File: src/hw/timer_pair_pkg.sv
// constants, field layout and decode helpers for the timer channel pair block
package timer_pair_pkg;

   // register byte offsets
   localparam logic [7:0]  CTRL_OFFSET       = 8'h18;
   localparam logic [7:0]  CMP_OFFSET        = 8'h34;
   localparam logic [7:0]  STATUS_OFFSET     = 8'h40;

   // values after reset
   localparam logic [31:0] CTRL_RESET        = 32'h0000_0000;
   localparam logic [31:0] CMP_RESET         = 32'h0000_0000;

   // field positions inside the mode control word
   localparam int          CH0_MS_POS        = 0;
   localparam int          CH0_PSC_POS       = 2;
   localparam int          CH0_PRELOAD_POS   = 3;
   localparam int          CH0_FILT_POS      = 4;
   localparam int          CH1_MS_POS        = 8;
   localparam int          CH1_PSC_POS       = 10;
   localparam int          CH1_FILT_POS      = 12;
   localparam int          CTRL_USED_W       = 16;

   // status word bit positions
   localparam int          ST_LEVEL0_POS     = 0;
   localparam int          ST_LEVEL1_POS     = 1;
   localparam int          ST_SRC0_POS       = 2;
   localparam int          ST_SRC1_POS       = 3;
   localparam int          ST_PRELOAD_POS    = 4;

   // highest trigger source code that names an internal trigger input
   localparam logic [2:0]  TRIG_INTERNAL_LAST = 3'h3;

   // kernel clock cycles per dead-time clock cycle
   localparam logic [3:0]  DTS_DIV_CYCLES    = 4'h2;

   // channel direction and capture source choice
   typedef enum logic [1:0] {
      DIR_OUTPUT  = 2'b00,
      DIR_IN_OWN  = 2'b01,
      DIR_IN_PAIR = 2'b10,
      DIR_IN_TRIG = 2'b11
   } dir_t;

   // equal samples needed for a filter code, zero for bypass
   function automatic logic [3:0] filt_times(input logic [3:0] code);
      logic [3:0] t;
      t = 4'h0;
      unique case (code)
         4'h0: t = 4'h0;
         4'h1: t = 4'h2;
         4'h2: t = 4'h4;
         4'h3, 4'h5, 4'h7, 4'h9, 4'hC, 4'hF: t = 4'h8;
         4'h4, 4'h6, 4'h8, 4'hB, 4'hE: t = 4'h6;
         4'hA, 4'hD: t = 4'h5;
      endcase
      return t;
   endfunction

   // sample rate: 0 is kernel clock, k is dead-time clock over 2**k
   function automatic logic [2:0] filt_rate(input logic [3:0] code);
      logic [2:0] r;
      r = 3'h0;
      unique case (code)
         4'h0, 4'h1, 4'h2, 4'h3: r = 3'h0;
         4'h4, 4'h5: r = 3'h1;
         4'h6, 4'h7: r = 3'h2;
         4'h8, 4'h9: r = 3'h3;
         4'hA, 4'hB, 4'hC: r = 3'h4;
         4'hD, 4'hE, 4'hF: r = 3'h5;
      endcase
      return r;
   endfunction

endpackage

File: src/hw/timer_channel_pair_mode_control.sv
// mode control, input filters and capture dividers for timer channels 0 and 1
// Functional notes
// preload routes compare writes to shadow, update copies
// software enables preload for pwm except one-shot
// channel 0 direction writable only while channel idle
// direction 00 output, 01 own pin, 10 pair
// direction 11 uses trigger line, internal source only
// filter samples input continuously, counts equal samples
// new level valid at threshold; code zero bypasses
// filter codes set sample count and sample rate
// capture divider counter cleared while channel disabled
// capture every 1, 2, 4 or 8 edges
// channel 1 fields mirror channel 0 behaviour
// software keeps reserved bits at reset value
// software accesses control word as full word
// differing sample restarts count, last level held
//
// The address map and the plain strobed port were chosen for this implementation.
`timescale 1ns/10ps
`default_nettype none

module timer_channel_pair_mode_control
   import timer_pair_pkg::*;
(
   input  wire logic        clk_sys_in,
   input  wire logic        rst_in,
   input  wire logic [7:0]  addr_in,
   input  wire logic [31:0] wdata_in,
   input  wire logic        wr_in,
   input  wire logic        rd_in,
   output logic      [31:0] rdata_out,
   input  wire logic        ch0_pin_in,
   input  wire logic        ch1_pin_in,
   input  wire logic        internal_trigger_line_in,
   input  wire logic [2:0]  trigger_source_select_in,
   input  wire logic        ch0_active_enable_in,
   input  wire logic        ch1_active_enable_in,
   input  wire logic        update_event_in,
   output logic             ch0_capture_out,
   output logic             ch1_capture_out,
   output logic      [1:0]  filtered_level_out,
   output logic      [31:0] ch0_compare_value_out,
   output logic             ch0_cmp_preload_enable_out
);

   logic [31:0] ctrl_reg;
   logic [31:0] cmp_shadow_reg;
   logic [31:0] cmp_active_reg;
   logic [31:0] rdata_reg;
   logic [31:0] status_word;
   logic [1:0]  pin_meta_reg;
   logic [1:0]  pin_sync_reg;
   logic [3:0]  dts_cnt_reg;
   logic        dts_tick;
   logic [4:0]  div_cnt_reg;
   logic [3:0]  filt_code [2];
   logic [3:0]  filt_thr  [2];
   logic [1:0]  strobe;
   logic [3:0]  eq_cnt_reg [2];
   logic [3:0]  eq_cnt_next [2];
   logic [1:0]  prev_samp_reg;
   logic [1:0]  level_reg;
   dir_t        dir [2];
   logic [1:0]  psc [2];
   logic [1:0]  chan_en;
   logic        trig_internal;
   logic [1:0]  src;
   logic [1:0]  src_prev_reg;
   logic [1:0]  edge_seen;
   logic [2:0]  edge_cnt_reg [2];
   logic [1:0]  capture_reg;
   logic        preload_on;
   logic        ctrl_wr;
   logic        cmp_wr;

   // strobe for one filter: every kernel cycle or every 2**k dts ticks
   function automatic logic rate_strobe(input logic [2:0] k,
                                        input logic       tick,
                                        input logic [4:0] cnt);
      logic [4:0] mask;
      mask = 5'((6'h01 << k) - 6'h01);
      if (k == 3'h0) begin
         return 1'b1;
      end
      return tick && ((cnt & mask) == mask);
   endfunction

   // edges needed per capture, less one
   function automatic logic [2:0] psc_last(input logic [1:0] p);
      return 3'((4'h1 << p) - 4'h1);
   endfunction

   // field decode from the control word
   assign dir[0]       = dir_t'(ctrl_reg[CH0_MS_POS +: 2]);
   assign dir[1]       = dir_t'(ctrl_reg[CH1_MS_POS +: 2]);
   assign psc[0]       = ctrl_reg[CH0_PSC_POS +: 2];
   assign psc[1]       = ctrl_reg[CH1_PSC_POS +: 2];
   assign filt_code[0] = ctrl_reg[CH0_FILT_POS +: 4];
   assign filt_code[1] = ctrl_reg[CH1_FILT_POS +: 4];
   assign chan_en      = {ch1_active_enable_in, ch0_active_enable_in};
   assign ctrl_wr      = wr_in && (addr_in == CTRL_OFFSET);
   assign cmp_wr       = wr_in && (addr_in == CMP_OFFSET);

   // preload bit only means preload while channel 0 is an output
   assign preload_on = ctrl_reg[CH0_PRELOAD_POS] && (dir[0] == DIR_OUTPUT);

   // control word; direction fields locked while their channel runs
   always_ff @(posedge clk_sys_in) begin
      if (rst_in) begin
         ctrl_reg <= CTRL_RESET;
      end else if (ctrl_wr) begin
         // upper half kept at zero, write data for the reserved bits is ignored
         ctrl_reg[31:CTRL_USED_W] <= CTRL_RESET[31:CTRL_USED_W];
         ctrl_reg[7:2]   <= wdata_in[7:2];
         ctrl_reg[15:10] <= wdata_in[15:10];
         if (!ch0_active_enable_in) begin
            ctrl_reg[CH0_MS_POS +: 2] <= wdata_in[CH0_MS_POS +: 2];
         end
         if (!ch1_active_enable_in) begin
            ctrl_reg[CH1_MS_POS +: 2] <= wdata_in[CH1_MS_POS +: 2];
         end
      end
   end

   // compare value: shadow always written, active follows on update under preload, on write otherwise
   always_ff @(posedge clk_sys_in) begin
      if (rst_in) begin
         cmp_shadow_reg <= CMP_RESET;
         cmp_active_reg <= CMP_RESET;
      end else begin
         if (cmp_wr) begin
            cmp_shadow_reg <= wdata_in;
         end
         if (preload_on) begin
            if (update_event_in) begin
               cmp_active_reg <= cmp_shadow_reg;
            end
         end else if (cmp_wr) begin
            cmp_active_reg <= wdata_in;
         end
      end
   end

   // pins come from outside the clock domain, two flops first
   always_ff @(posedge clk_sys_in) begin
      if (rst_in) begin
         pin_meta_reg <= 2'h0;
         pin_sync_reg <= 2'h0;
      end else begin
         pin_meta_reg <= {ch1_pin_in, ch0_pin_in};
         pin_sync_reg <= pin_meta_reg;
      end
   end

   // dead-time clock as a tick, then a free divider for the slow rates
   always_ff @(posedge clk_sys_in) begin
      if (rst_in) begin
         dts_cnt_reg <= 4'h0;
         div_cnt_reg <= 5'h00;
      end else begin
         if (dts_tick) begin
            dts_cnt_reg <= 4'h0;
            div_cnt_reg <= div_cnt_reg + 5'h01;
         end else begin
            dts_cnt_reg <= dts_cnt_reg + 4'h1;
         end
      end
   end
   assign dts_tick = (dts_cnt_reg == DTS_DIV_CYCLES - 4'h1);

   // per channel sample strobe and threshold
   always_comb begin
      for (int i = 0; i < 2; i++) begin
         filt_thr[i] = filt_times(filt_code[i]);
         strobe[i]   = rate_strobe(filt_rate(filt_code[i]), dts_tick,
                                   div_cnt_reg);
      end
   end

   // run length including the sample now taken, saturating at threshold
   always_comb begin
      for (int i = 0; i < 2; i++) begin
         if (pin_sync_reg[i] != prev_samp_reg[i]) begin
            eq_cnt_next[i] = 4'h1;
         end else if (eq_cnt_reg[i] < filt_thr[i]) begin
            eq_cnt_next[i] = eq_cnt_reg[i] + 4'h1;
         end else begin
            eq_cnt_next[i] = eq_cnt_reg[i];
         end
      end
   end

   // digital filters; a glitch shorter than the threshold never shows
   always_ff @(posedge clk_sys_in) begin
      if (rst_in) begin
         for (int i = 0; i < 2; i++) begin
            eq_cnt_reg[i] <= 4'h0;
         end
         prev_samp_reg <= 2'h0;
         level_reg     <= 2'h0;
      end else begin
         for (int i = 0; i < 2; i++) begin
            if (filt_code[i] == 4'h0) begin
               level_reg[i]     <= pin_sync_reg[i];
               prev_samp_reg[i] <= pin_sync_reg[i];
               eq_cnt_reg[i]    <= 4'h0;
            end else if (strobe[i]) begin
               prev_samp_reg[i] <= pin_sync_reg[i];
               eq_cnt_reg[i]    <= eq_cnt_next[i];
               if (eq_cnt_next[i] >= filt_thr[i]) begin
                  level_reg[i] <= pin_sync_reg[i];
               end
            end
         end
      end
   end

   // capture source per channel; trigger line gated by source choice
   assign trig_internal = (trigger_source_select_in <= TRIG_INTERNAL_LAST);
   always_comb begin
      for (int i = 0; i < 2; i++) begin
         unique case (dir[i])
            DIR_OUTPUT:  src[i] = 1'b0;
            DIR_IN_OWN:  src[i] = level_reg[i];
            DIR_IN_PAIR: src[i] = level_reg[1 - i];
            DIR_IN_TRIG: src[i] = internal_trigger_line_in && trig_internal;
         endcase
      end
   end

   // rising edges of the chosen source
   always_ff @(posedge clk_sys_in) begin
      if (rst_in) begin
         src_prev_reg <= 2'h0;
      end else begin
         src_prev_reg <= src;
      end
   end
   assign edge_seen = src & ~src_prev_reg;

   // capture divider; cleared whenever the channel is disabled
   always_ff @(posedge clk_sys_in) begin
      if (rst_in) begin
         for (int i = 0; i < 2; i++) begin
            edge_cnt_reg[i] <= 3'h0;
         end
         capture_reg <= 2'h0;
      end else begin
         for (int i = 0; i < 2; i++) begin
            capture_reg[i] <= 1'b0;
            if (!chan_en[i]) begin
               edge_cnt_reg[i] <= 3'h0;
            end else if (edge_seen[i] && dir[i] != DIR_OUTPUT) begin
               if (edge_cnt_reg[i] >= psc_last(psc[i])) begin
                  edge_cnt_reg[i] <= 3'h0;
                  capture_reg[i]  <= 1'b1;
               end else begin
                  edge_cnt_reg[i] <= edge_cnt_reg[i] + 3'h1;
               end
            end
         end
      end
   end

   // read side: status shows live filter and source state
   always_comb begin
      status_word                 = 32'h0000_0000;
      status_word[ST_LEVEL0_POS]  = level_reg[0];
      status_word[ST_LEVEL1_POS]  = level_reg[1];
      status_word[ST_SRC0_POS]    = src[0];
      status_word[ST_SRC1_POS]    = src[1];
      status_word[ST_PRELOAD_POS] = preload_on;
   end

   // read data one cycle after the strobe, zero elsewhere and unmapped
   always_ff @(posedge clk_sys_in) begin
      if (rst_in) begin
         rdata_reg <= 32'h0000_0000;
      end else if (rd_in) begin
         unique case (addr_in)
            CTRL_OFFSET:   rdata_reg <= ctrl_reg;
            CMP_OFFSET:    rdata_reg <= cmp_shadow_reg;
            STATUS_OFFSET: rdata_reg <= status_word;
            default:       rdata_reg <= 32'h0000_0000;
         endcase
      end else begin
         rdata_reg <= 32'h0000_0000;
      end
   end

   assign rdata_out                  = rdata_reg;
   assign ch0_capture_out            = capture_reg[0];
   assign ch1_capture_out            = capture_reg[1];
   assign filtered_level_out         = level_reg;
   assign ch0_compare_value_out      = cmp_active_reg;
   assign ch0_cmp_preload_enable_out = preload_on;

   // active compare value holds between updates under preload
   preload_hold_a: assert property (
      @(posedge clk_sys_in) disable iff (rst_in)
      (preload_on && !update_event_in) |=>
         (cmp_active_reg == $past(cmp_active_reg)))
      else $error("active compare changed without update");
   // update copies the shadow into the active value
   preload_xfer_a: assert property (
      @(posedge clk_sys_in) disable iff (rst_in)
      (preload_on && update_event_in) |=>
         (cmp_active_reg == $past(cmp_shadow_reg)))
      else $error("update did not transfer shadow");
   // direction of channel 0 frozen while enabled
   dir0_lock_a: assert property (
      @(posedge clk_sys_in) disable iff (rst_in)
      (ctrl_wr && ch0_active_enable_in) |=>
         (ctrl_reg[1:0] == $past(ctrl_reg[1:0])))
      else $error("channel 0 direction written while active");
   // direction of channel 1 frozen while enabled
   dir1_lock_a: assert property (
      @(posedge clk_sys_in) disable iff (rst_in)
      (ctrl_wr && ch1_active_enable_in) |=>
         (ctrl_reg[9:8] == $past(ctrl_reg[9:8])))
      else $error("channel 1 direction written while active");
   // pair source crosses the filtered levels
   pair_source_a: assert property (
      @(posedge clk_sys_in) disable iff (rst_in)
      (ctrl_reg[1:0] == 2'b10) |-> (src[0] == level_reg[1]))
      else $error("channel 0 pair source wrong");
   // trigger source silent unless an internal trigger is selected
   trig_gate_a: assert property (
      @(posedge clk_sys_in) disable iff (rst_in)
      (ctrl_reg[1:0] == 2'b11 && trigger_source_select_in > 3'h3)
         |-> (src[0] == 1'b0))
      else $error("trigger source used without internal trigger");
   // bypass follows the synchronised pin one cycle later
   filt_bypass_a: assert property (
      @(posedge clk_sys_in) disable iff (rst_in)
      (ctrl_reg[7:4] == 4'h0) |=> (level_reg[0] == $past(pin_sync_reg[0])))
      else $error("bypassed filter did not follow input");
   // a differing sample never changes the valid level
   filt_hold_a: assert property (
      @(posedge clk_sys_in) disable iff (rst_in)
      (ctrl_reg[7:4] != 4'h0 && strobe[0] &&
       pin_sync_reg[0] != prev_samp_reg[0])
         |=> (level_reg[0] == $past(level_reg[0])))
      else $error("filter passed a single differing sample");
   // two-sample filter at kernel rate settles in two cycles
   filt_two_a: assert property (
      @(posedge clk_sys_in) disable iff (rst_in)
      (ctrl_reg[7:4] == 4'h1 && $past(ctrl_reg[7:4]) == 4'h1 &&
       pin_sync_reg[0] == prev_samp_reg[0] && eq_cnt_reg[0] >= 4'h1)
         |=> (level_reg[0] == $past(pin_sync_reg[0])))
      else $error("two-sample filter did not settle");
   // disabled channel keeps its edge counter clear
   psc_reset_a: assert property (
      @(posedge clk_sys_in) disable iff (rst_in)
      !ch0_active_enable_in |=> (edge_cnt_reg[0] == 3'h0))
      else $error("capture divider not cleared");
   // undivided capture follows each edge by one cycle
   psc_every_a: assert property (
      @(posedge clk_sys_in) disable iff (rst_in)
      (ch0_active_enable_in && ctrl_reg[3:2] == 2'b00 &&
       ctrl_reg[1:0] != 2'b00 && edge_seen[0]) |=> ch0_capture_out)
      else $error("capture missing on edge");
   // no capture without a preceding edge
   psc_cause_a: assert property (
      @(posedge clk_sys_in) disable iff (rst_in)
      ch0_capture_out |-> $past(edge_seen[0] && ch0_active_enable_in))
      else $error("capture without edge");

endmodule

`default_nettype wire

File: config.mk
export PLATFORM = sky130hd
export DESIGN_NAME = timer_channel_pair_mode_control
export DESIGN_NICKNAME = d
export VERILOG_FILES = /design/src/hw/timer_pair_pkg.sv /design/src/hw/timer_channel_pair_mode_control.sv
export SDC_FILE = /design/constraint.sdc
export NUM_CORES = 1
export LEC_CHECK = 0
export BUFFER_PORTS_ARGS = -buffer_cell sky130_fd_sc_hd__buf_2
export CELL_PAD_IN_SITES_DETAIL_PLACEMENT = 1
export CELL_PAD_IN_SITES_GLOBAL_PLACEMENT = 1
export CORE_UTILIZATION = 31
export DETAILED_ROUTE_END_ITERATION = 12
export PLACE_DENSITY = 0.67
export SYNTH_ARGS = -nofsm -noshare
export SYNTH_HDL_FRONTEND = slang
export SYNTH_SLANG_ARGS = --single-unit
File: constraint.sdc
create_clock -name clk_sys_in -period 3.7 [get_ports clk_sys_in]
set_input_delay 0.555 -clock clk_sys_in [delete_from_list [all_inputs] [get_ports clk_sys_in]]
set_output_delay 0.555 -clock clk_sys_in [all_outputs]
set_load 0.1 [all_outputs]
==> reports/metrics.cfg, run 1 <==
[final_layout]
nFillCells = 2844
seqCellArea_um2 = 3363
drive_gt1_frac = 0.2129
area_growth_pct = 20.40
multiInputGateArea_um2 = 3916
fin_nets = 1009

[synthesis]
yosysSeqAreaShare = 0.4451
synth_flop_cell = dfxtp_1
synth.distinct_cells = 70
async_flop_share = 0
synth_nets = 895
syn_area_per_cell_um2 = 9.410
synth_edf_count = 14
syn-cell-area_um2 = 7556
yosysWarnings = 0
ys_ff_latch = 161
syn_inst = 803

[grt]
antenna_found_initial = 2
met1_usage = 0.2140
use_met3 = 0.03723
grt_busiest_layer = met2
grt_pass1_wl_mm = 32.51
grt_overflow = 0
grt_max_degree = 41
grt_pass1_vias = 6248
grt_use_met2 = 0.2843
track_usage = 0.1696

[clock_network]
post_cts_resized = 0
cts_sinks = 161
h-tree-depth = 4
cts_root_buffer = clkbuf_16
clockBufferDepth = 2
post_cts_buffers = 0
cts_tree = yes
cts_buffers = 17
path_clk_slew_ns = 0.07
cts_hold_buf = 0
worstSkewPairLatency_ns = 0.42

[pwr]
power_density_nw_per_um2 = 406.9
seq_power_share = 0.483
switching_share = 0.2586
p_comb_frac = 0.047
vdd_drop_max_mv = 0.2522
p_int_mw = 2.744
clkPwrFrac = 0.470
leakage_nw = 3.621
power_switching_mw = 0.9571

[timing]
rsz0062_at_grt = false
fin_ws_ns = 0.9824
slew_headroom = 0.3925
fin_crit_sh = 0.7345
skew_ns = 0.009760
finalHoldViolations = 0
tightestPinTransition_ns = 0.9029
setup_viol = 0
fin_setup_tns_ns = 0
slew_violations = 0
max_freq_mhz = 368.0
period_needed_ns = 2.718

[critical_path]
cp-start-kind = flip-flop
worstSetupEndpointType = flip-flop
arrival_ns = 3.02
path_cells = ha_1 -> a21oi_1 -> o21ai_1 -> xor2_1 -> and2_1 -> ha_1 -> nand2b_1 -> a211o_1 -> a21oi_1 -> o21ba_2 -> o32ai_1
max_stage_delay_ns = 0.44
path_class = reg -> reg
critPathRequiredTime_ns = 4.00
path_max_fanout = 4
crit_slowest_cell = edfxtp_1

[routing]
vias_per_cell = 4.867
antenna_left = 0
vias = 6084
drc_errors = 0
routed_wl_mm = 20.26
first_iter_violations = 241
first_pass_iters = 5
post_drt_wl_per_cell_um = 16.21

[floorplanning]
die_height_um = 158.1
die_area_um2 = 25000
ios = 122
dieWidth_um = 158.1
core_um2 = 23680
rows = 56
start_util = 0.3191

[outcome]
status = finished clean

[placed_design]
gp_congestion = 0.7451
port_buffers = 119
dp_hpwl_mm = 14.60
pre_cts_slack_ns = 0.6401

[job]
max_cap_violations = 0

[hold_path]
hold_class = in -> reg

## power by group through the flow
stage,clock network (mW),registers [mW],logic (mW)
4_1_cts,1.79,1.79,0.177
2_1_floorplan,0,1.83,0.0915
3_5_place_dp,0,1.83,0.176
6_report,1.74,1.79,0.174
5_1_grt,1.87,1.79,0.194
3_3_place_gp,0,1.83,0.174
## worst paths after layout
kind	slack, ns	end	start	cells after the start
worst max-delay path	0.98	filtered_level_out[1]	eq_cnt_reg[1][1]	11
worst min-delay path	0.34	pin_meta_reg[0]	ch0_pin_in	2
worst max register to register	0.98	filtered_level_out[1]	eq_cnt_reg[1][1]	11
worst min register to register	0.45	pin_sync_reg[1]	pin_meta_reg[1]	1
## layer usage
layer | part of all wire | routed length (um)
met5 | 0.00059 | 12
met4 | 0.013 | 269
met3 | 0.039 | 782
met2 | 0.47 | 9605
met1 | 0.47 | 9586
## stage by stage
stage	hold WS (ns)	total power, mW	area (um^2)	cells	utilization
3_5_place_dp	0.4362	2.002	8511	1217	0.3594
4_1_cts	0.3191	3.754	9095	1249	0.3840
3_3_place_gp	0.4361	2.000	8511	1217	0.3594
5_1_grt	0.3508	3.849	9097	1250	0.3841
2_1_floorplan	0.4138	1.925	7556	803	-
6_report	0.3385	3.701	9097	1250	0.3841
## worst max-delay path: cells and delay by family (launching register included)
family          cells  cell delay, ns
simple gates        2            0.29
compound gates      6            1.14
xor+xnor            1            0.22
fa+ha+maj           2            0.52
flops               1            0.44
## cells in the final DEF, fill, tap and decap left out, types with 17 or more instances in the layout
cell         n
dfxtp_1    147
buf_2      118
nand2_1     89
nor2_1      87
mux2i_1     57
a21oi_1     55
a211oi_1    39
ha_1        39
inv_1       33
and2_1      21
clkbuf_16   17
## Yosys cell counts, types with 13 or more instances
| library cell | n | area share |
|---|---|---|
| ha_1 | 39 | 0.065 |
| edfxtp_1 | 14 | 0.056 |
| nand2_1 | 89 | 0.044 |
| and2_1 | 21 | 0.017 |
| a21oi_1 | 55 | 0.036 |
| nand2b_1 | 13 | 0.011 |
| mux2i_1 | 57 | 0.076 |
| a22oi_1 | 13 | 0.013 |
| buf_2 | 13 | 0.0086 |
| nor2_1 | 87 | 0.043 |
| inv_1 | 33 | 0.016 |
| dfxtp_1 | 147 | 0.39 |
| a211oi_1 | 39 | 0.039 |
| clkbuf_1 | 20 | 0.0099 |
| nor2b_1 | 14 | 0.012 |
## area by class of cell
class,count,area share
Clock buffer,17,0.04676
Multi-Input combinational cell,571,0.4305
Timing Repair Buffer,131,0.07702
Antenna cell,1,0.0002751
Inverter,35,0.01444
Tap cell,319,0.04387
Clock inverter,15,0.01747
Sequential cell,161,0.3697
## cell families after synthesis
kind of cell | after synthesis | share of synthesized area
adder cells (fa/ha/maj) | 39 | 0.06458
AO/OA/AOI/OAI | 161 | 0.1492
buffers and inverters | 71 | 0.03891
AND/OR/NAND/NOR | 288 | 0.1911
multiplexers | 67 | 0.09256
flip-flops | 161 | 0.4451
XOR/XNOR | 16 | 0.01855
No activity file was read; power rests on OpenSTA's default activity.
==> run 2, diff against run 1 <==
- PLACE_DENSITY: 0.67 -> 0.7
- clock period: 3.7 -> 2.4 ns (I/O delays scaled with it)
==> run 2 against run 1 <==
The run now ends with negative setup slack left. Non-clock buffer count up 78. Die area unchanged. Clock power up 55%. Critical endpoint unchanged. Largest cell class unchanged. Highest routed layer unchanged.
==> reports/metrics.cfg, run 2 (synthesized netlist as in run 1, its figures left out) <==
[outcome]
status = finished with violations
failed_checks = negative setup slack

[hold_path]
hp-start = ch0_pin_in
min_path_cells = 2
hold_class = in -> reg
hold_end = pin_meta_reg[0]

[grt]
grt_pass1_vias = 6859
grt_max_degree = 45
antenna_found_initial = 2
grt_pass1_wl_mm = 34.85
track_usage = 0.1809
grt_overflow = 0

[final_layout]
post-route-util = 0.4236
area_growth_pct = 32.75
fin_nets = 1087
drive_gt1_frac = 0.3165
final_cell_mix = dfxtp_1 (147), buf_2 (117), buf_4 (87)
final_common_cell = dfxtp_1

[clock_network]
cts_buffers = 17
worstSkewPairLatency_ns = 0.44
cts_sinks = 161
clockBufferDepth = 2
cts_tree = yes
cts_root_buffer = clkbuf_16
path_clk_slew_ns = 0.06
h-tree-depth = 4
cts_hold_buf = 0

[routing]
vias = 6498
vias_per_cell = 4.886
antenna_left = 0
post_drt_wl_per_cell_um = 16.47
first_iter_violations = 252
routed_wl_mm = 21.91
first_pass_iters = 4
drc_errors = 0

[floorplanning]
core_um2 = 23680
start_util = 0.3191
die_height_um = 158.1
dieWidth_um = 158.1
ios = 122
rows = 56
die_area_um2 = 25000

[timing]
fin_setup_tns_ns = -0.1542
finalHoldViolations = 0
slew_headroom = 0.4958
skew_ns = 0.01233
period_needed_ns = 2.530
slew_violations = 0
fin_ws_ns = -0.1300
rsz0062_at_grt = true
max_freq_mhz = 395.3
tightestPinTransition_ns = 0.7531
holdWs_ns = 0.1469
setup_viol = 2
fin_crit_sh = 1.054

[critical_path]
reg2reg_depth = 11
rr_endpoint = filtered_level_out[1]
critical_path.most_common_cell = a21oi_2
max_stage_delay_ns = 0.44
path_max_fanout = 3
cp_num_buf_inv = 1
worstSetupEndpointType = flip-flop
r2r-start = eq_cnt_reg[1][3]
path_class = reg -> reg
arrival_ns = 2.84
critPathRequiredTime_ns = 2.71
critPathTopFamily = compound AO/OA/AOI/OAI gates
path_cells = ha_4 -> a21oi_4 -> o21ai_4 -> buf_4 -> or3_4 -> a21oi_2 -> ha_1 -> o21a_1 -> a21oi_2 -> o21ba_2 -> o32ai_1
cp-start-kind = flip-flop
crit_slowest_cell = edfxtp_1
r2r_slack_ns = -0.13

[pwr]
power_density_nw_per_um2 = 575.3
vdd_drop_max_mv = 0.3710
leakage_nw = 4.035

[placed_design]
dp_hpwl_mm = 15.93
gp_congestion = 0.8296
port_buffers = 119

[job]
max_cap_violations = 0

-- run 2: cell count changes in the layout (fill, tap and decap cells not counted), moves of 4 or more --
| cell | previous run | this run |
|---|---|---|
| inv_6 | 2 | 6 |
| ha_1 | 39 | 31 |
| ha_4 | 0 | 7 |
| a21oi_2 | 1 | 8 |
| clkinv_4 | 4 | 0 |
| inv_8 | 8 | 3 |
| buf_4 | 12 | 87 |
| a21oi_1 | 55 | 45 |
-- run 2: layout make-up --
type	instances	area, um^2
inverters	35	131.4
multi-input cells	571	4238
diodes	3	7.507
clock buffers	18	429.2
clock inverters	14	141.4
well taps	319	399.1
fillers	2783	13650
flip-flops and latches	161	3363
repair buffers	209	1321
-- run 2: worst max-delay path by stage --
stage                     cells past startpoint        startpoint               endpoint  slack, ns
after floorplan                               8        addr_in[6]            filt_thr[7]     -0.005
after global placement                       10        addr_in[6]            filt_thr[7]      -0.19
after detailed placement                     11  eq_cnt_reg[1][3]  filtered_level_out[1]      -0.24
after CTS                                    11  eq_cnt_reg[1][3]  filtered_level_out[1]      -0.18
after global routing                         11  eq_cnt_reg[1][1]  filtered_level_out[1]      -0.24
final                                        11  eq_cnt_reg[1][3]  filtered_level_out[1]      -0.13
-- run 2: timing repair --
item	in CTS	in global routing
resized for setup	31	22
setup buffers	7	2
endpoints found under the setup margin	3	19
pin swaps	20	16
-- run 2: worst reg2reg max path, delay by kind of cell (launching register included) --
kind	cells	cell delay (ns)
AOI/OAI and AO/OA	7	0.91
adders and majority gates	2	0.53
DFF	1	0.44
and+or+nand+nor	1	0.38
buffers and inverters	1	0.14
-- run 2: report_power, final --
part / total [mW] / leakage, nW / switching, mW / internal, mW
registers: 2.75 / 1.35 / 0.0259 / 2.73
logic: 0.311 / 2.41 / 0.184 / 0.128
clock network: 2.70 / 0.278 / 1.24 / 1.47
-- run 2: through the flow --
step / power (mW) / setup WS (ns) / instances / instance area (um^2)
2_1_floorplan: 2.967 / -0.004936 / 803 / 7586
3_3_place_gp: 3.110 / -0.1854 / 1286 / 9082
3_5_place_dp: 3.120 / -0.2436 / 1286 / 9082
4_1_cts: 5.827 / -0.1774 / 1325 / 9872
5_1_grt: 5.958 / -0.2398 / 1328 / 10030
6_report: 5.770 / -0.1300 / 1330 / 10030
-- run 2: per-layer routing --
layer	vias to the layer above	global-route usage	share of wire
li1	3214	-	-
met1	3153	0.2063	0.42
met2	95	0.3260	0.51
met3	34	0.04270	0.040
met4	2	0.06502	0.020
met5	-	0	0.00055
==> run 3, diff against run 2 <==
- GPL_TIMING_DRIVEN: unset -> 0
==> run 3 against run 2 <==
The flow still finishes with violations (negative setup slack). Non-clock buffer count down 36. Critical path depth unchanged. Design area down 4.9%. Register-to-register slack worse by 0.02 ns. Sequential cell count unchanged. Utilization down 2.1 points. Sequential share of layout area up 1.8 points. Sequential power about the same. Critical endpoint unchanged.
==> reports/metrics.cfg, run 3 (synthesized netlist as in run 1, its figures left out) <==
[final_layout]
finalNonFillerCells = 1291
drive_gt1_frac = 0.2665
stdcell_area_um2 = 9537
final_cell_mix = dfxtp_1 (143), buf_2 (129), nor2_1 (86)
fin_nets = 1051
final_common_cell = dfxtp_1
area_growth_pct = 26.21
antenna_cells = 0
post-route-util = 0.4027

[timing]
tightestPinTransition_ns = 0.9289
finalHoldViolations = 0
slew_headroom = 0.3750
fin_setup_tns_ns = -0.3000
setup_viol = 7
fin_ws_ns = -0.1480
period_needed_ns = 2.548
fin_crit_sh = 1.062
slew_violations = 0
holdWs_ns = 0.1394
rsz0062_at_grt = true
max_freq_mhz = 392.5
skew_ns = 0.009119

[routing]
wl_met1_mm = 9.959
routed_wl_mm = 22.44
first_iter_violations = 197
first_pass_iters = 4
wl_met3_um = 900
vias_per_cell = 4.901
post_drt_wl_per_cell_um = 17.38
met2WireLength_mm = 11.19
drc_errors = 0
top_layer = met5
vias = 6327
antenna_left = 0

[clock_network]
cts_hold_buf = 0
clockBufferDepth = 2
cts_tree = yes
cts_buffers = 17
cts_sinks = 161
worstSkewPairLatency_ns = 0.44
cts_root_buffer = clkbuf_16
h-tree-depth = 4
path_clk_slew_ns = 0.07

[floorplanning]
rows = 56
die_height_um = 158.1
core_um2 = 23680
dieWidth_um = 158.1
start_util = 0.3191
die_area_um2 = 25000
ios = 122

[hold_path]
hold_class = in -> reg

[placed_design]
dp_hpwl_mm = 16.57
gp_congestion = 0.7865
place_area_um2 = 8581
dp.cells = 1241
pre_cts_slack_ns = -0.4349
port_buffers = 119

[critical_path]
crit_slowest_cell = edfxtp_1
worstSetupEndpointType = flip-flop
cp_num_buf_inv = 0
path_max_fanout = 3
cp-start-kind = flip-flop
critPathTopFamily = compound AO/OA/AOI/OAI gates
critPathRequiredTime_ns = 2.71
max_stage_delay_ns = 0.42
arrival_ns = 2.85
path_cells = ha_1 -> a21oi_2 -> o21ai_4 -> xor2_1 -> and2_1 -> ha_1 -> nand2b_1 -> a211o_1 -> a21oi_2 -> o21ba_2 -> o32ai_2
path_class = reg -> reg

[grt]
grt_pass1_vias = 6595
grt_pass1_wl_mm = 35.87
grt_overflow = 0
grt_max_degree = 18
track_usage = 0.1876
antenna_found_initial = 2

[pwr]
total_power_mw = 5.768
vdd_drop_max_mv = 0.4757
leakage_nw = 3.788
power_density_nw_per_um2 = 604.8

[outcome]
failed_checks = negative setup slack
status = finished with violations

[job]
max_cap_violations = 0

## run 3: cell types whose count changed in the layout (fill, tap and decap cells not counted), moves of 3 or more
cell	delta
buf_12	-3
buf_2	+12
buf_4	-67
clkbuf_1	+17
dfxtp_1	-4
dfxtp_2	+3
diode_2	-3
ha_1	+4
ha_4	-4
## run 3: path summary, 6_finish.rpt
kind / endpoint / cells past startpoint / start / slack (ns)
max: filtered_level_out[1] / 11 / eq_cnt_reg[1][1] / -0.15
min: pin_meta_reg[0] / 2 / ch0_pin_in / 0.14
max reg2reg: filtered_level_out[1] / 11 / eq_cnt_reg[1][1] / -0.15
min reg2reg: pin_sync_reg[0] / 1 / pin_meta_reg[0] / 0.44
## run 3: routing by layer
metal,track usage,vias to the layer above
met5,0,-
met4,0.05907,2
met3,0.03915,22
met2,0.3260,99
met1,0.2301,3054
li1,-,3150
## run 3: cell type report
cell class	count	area (um^2)
well taps	319	399.1
fillers	2798	14150
repair buffers	137	737.0
multi-input cells	571	4136
clock inverters	13	123.9
flip-flops and latches	161	3371
inverters	35	131.4
clock buffers	19	464.2
plain buffers	36	173.9
## run 3: worst reg2reg max path, stage by stage, from the launching register on
cell and delay [ns]:
edfxtp_1 0.42, ha_1 0.31, a21oi_2 0.20, o21ai_4 0.09, xor2_1 0.21, and2_1 0.17, ha_1 0.22, nand2b_1 0.14
a211o_1 0.27, a21oi_2 0.18, o21ba_2 0.15, o32ai_2 0.08
## run 3: where the power goes
| part | internal, mW | switching [mW] |
|---|---|---|
| registers | 2.73 | 0.0251 |
| logic | 0.105 | 0.188 |
| clock network | 1.47 | 1.25 |
| total | 4.30 | 1.47 |
## run 3: repair_timing
item | in CTS | in global routing
buffers inserted | 11 | 7
setup endpoints to repair | 14 | 33
pin swaps | 13 | 13
gates resized for setup | 20 | 35
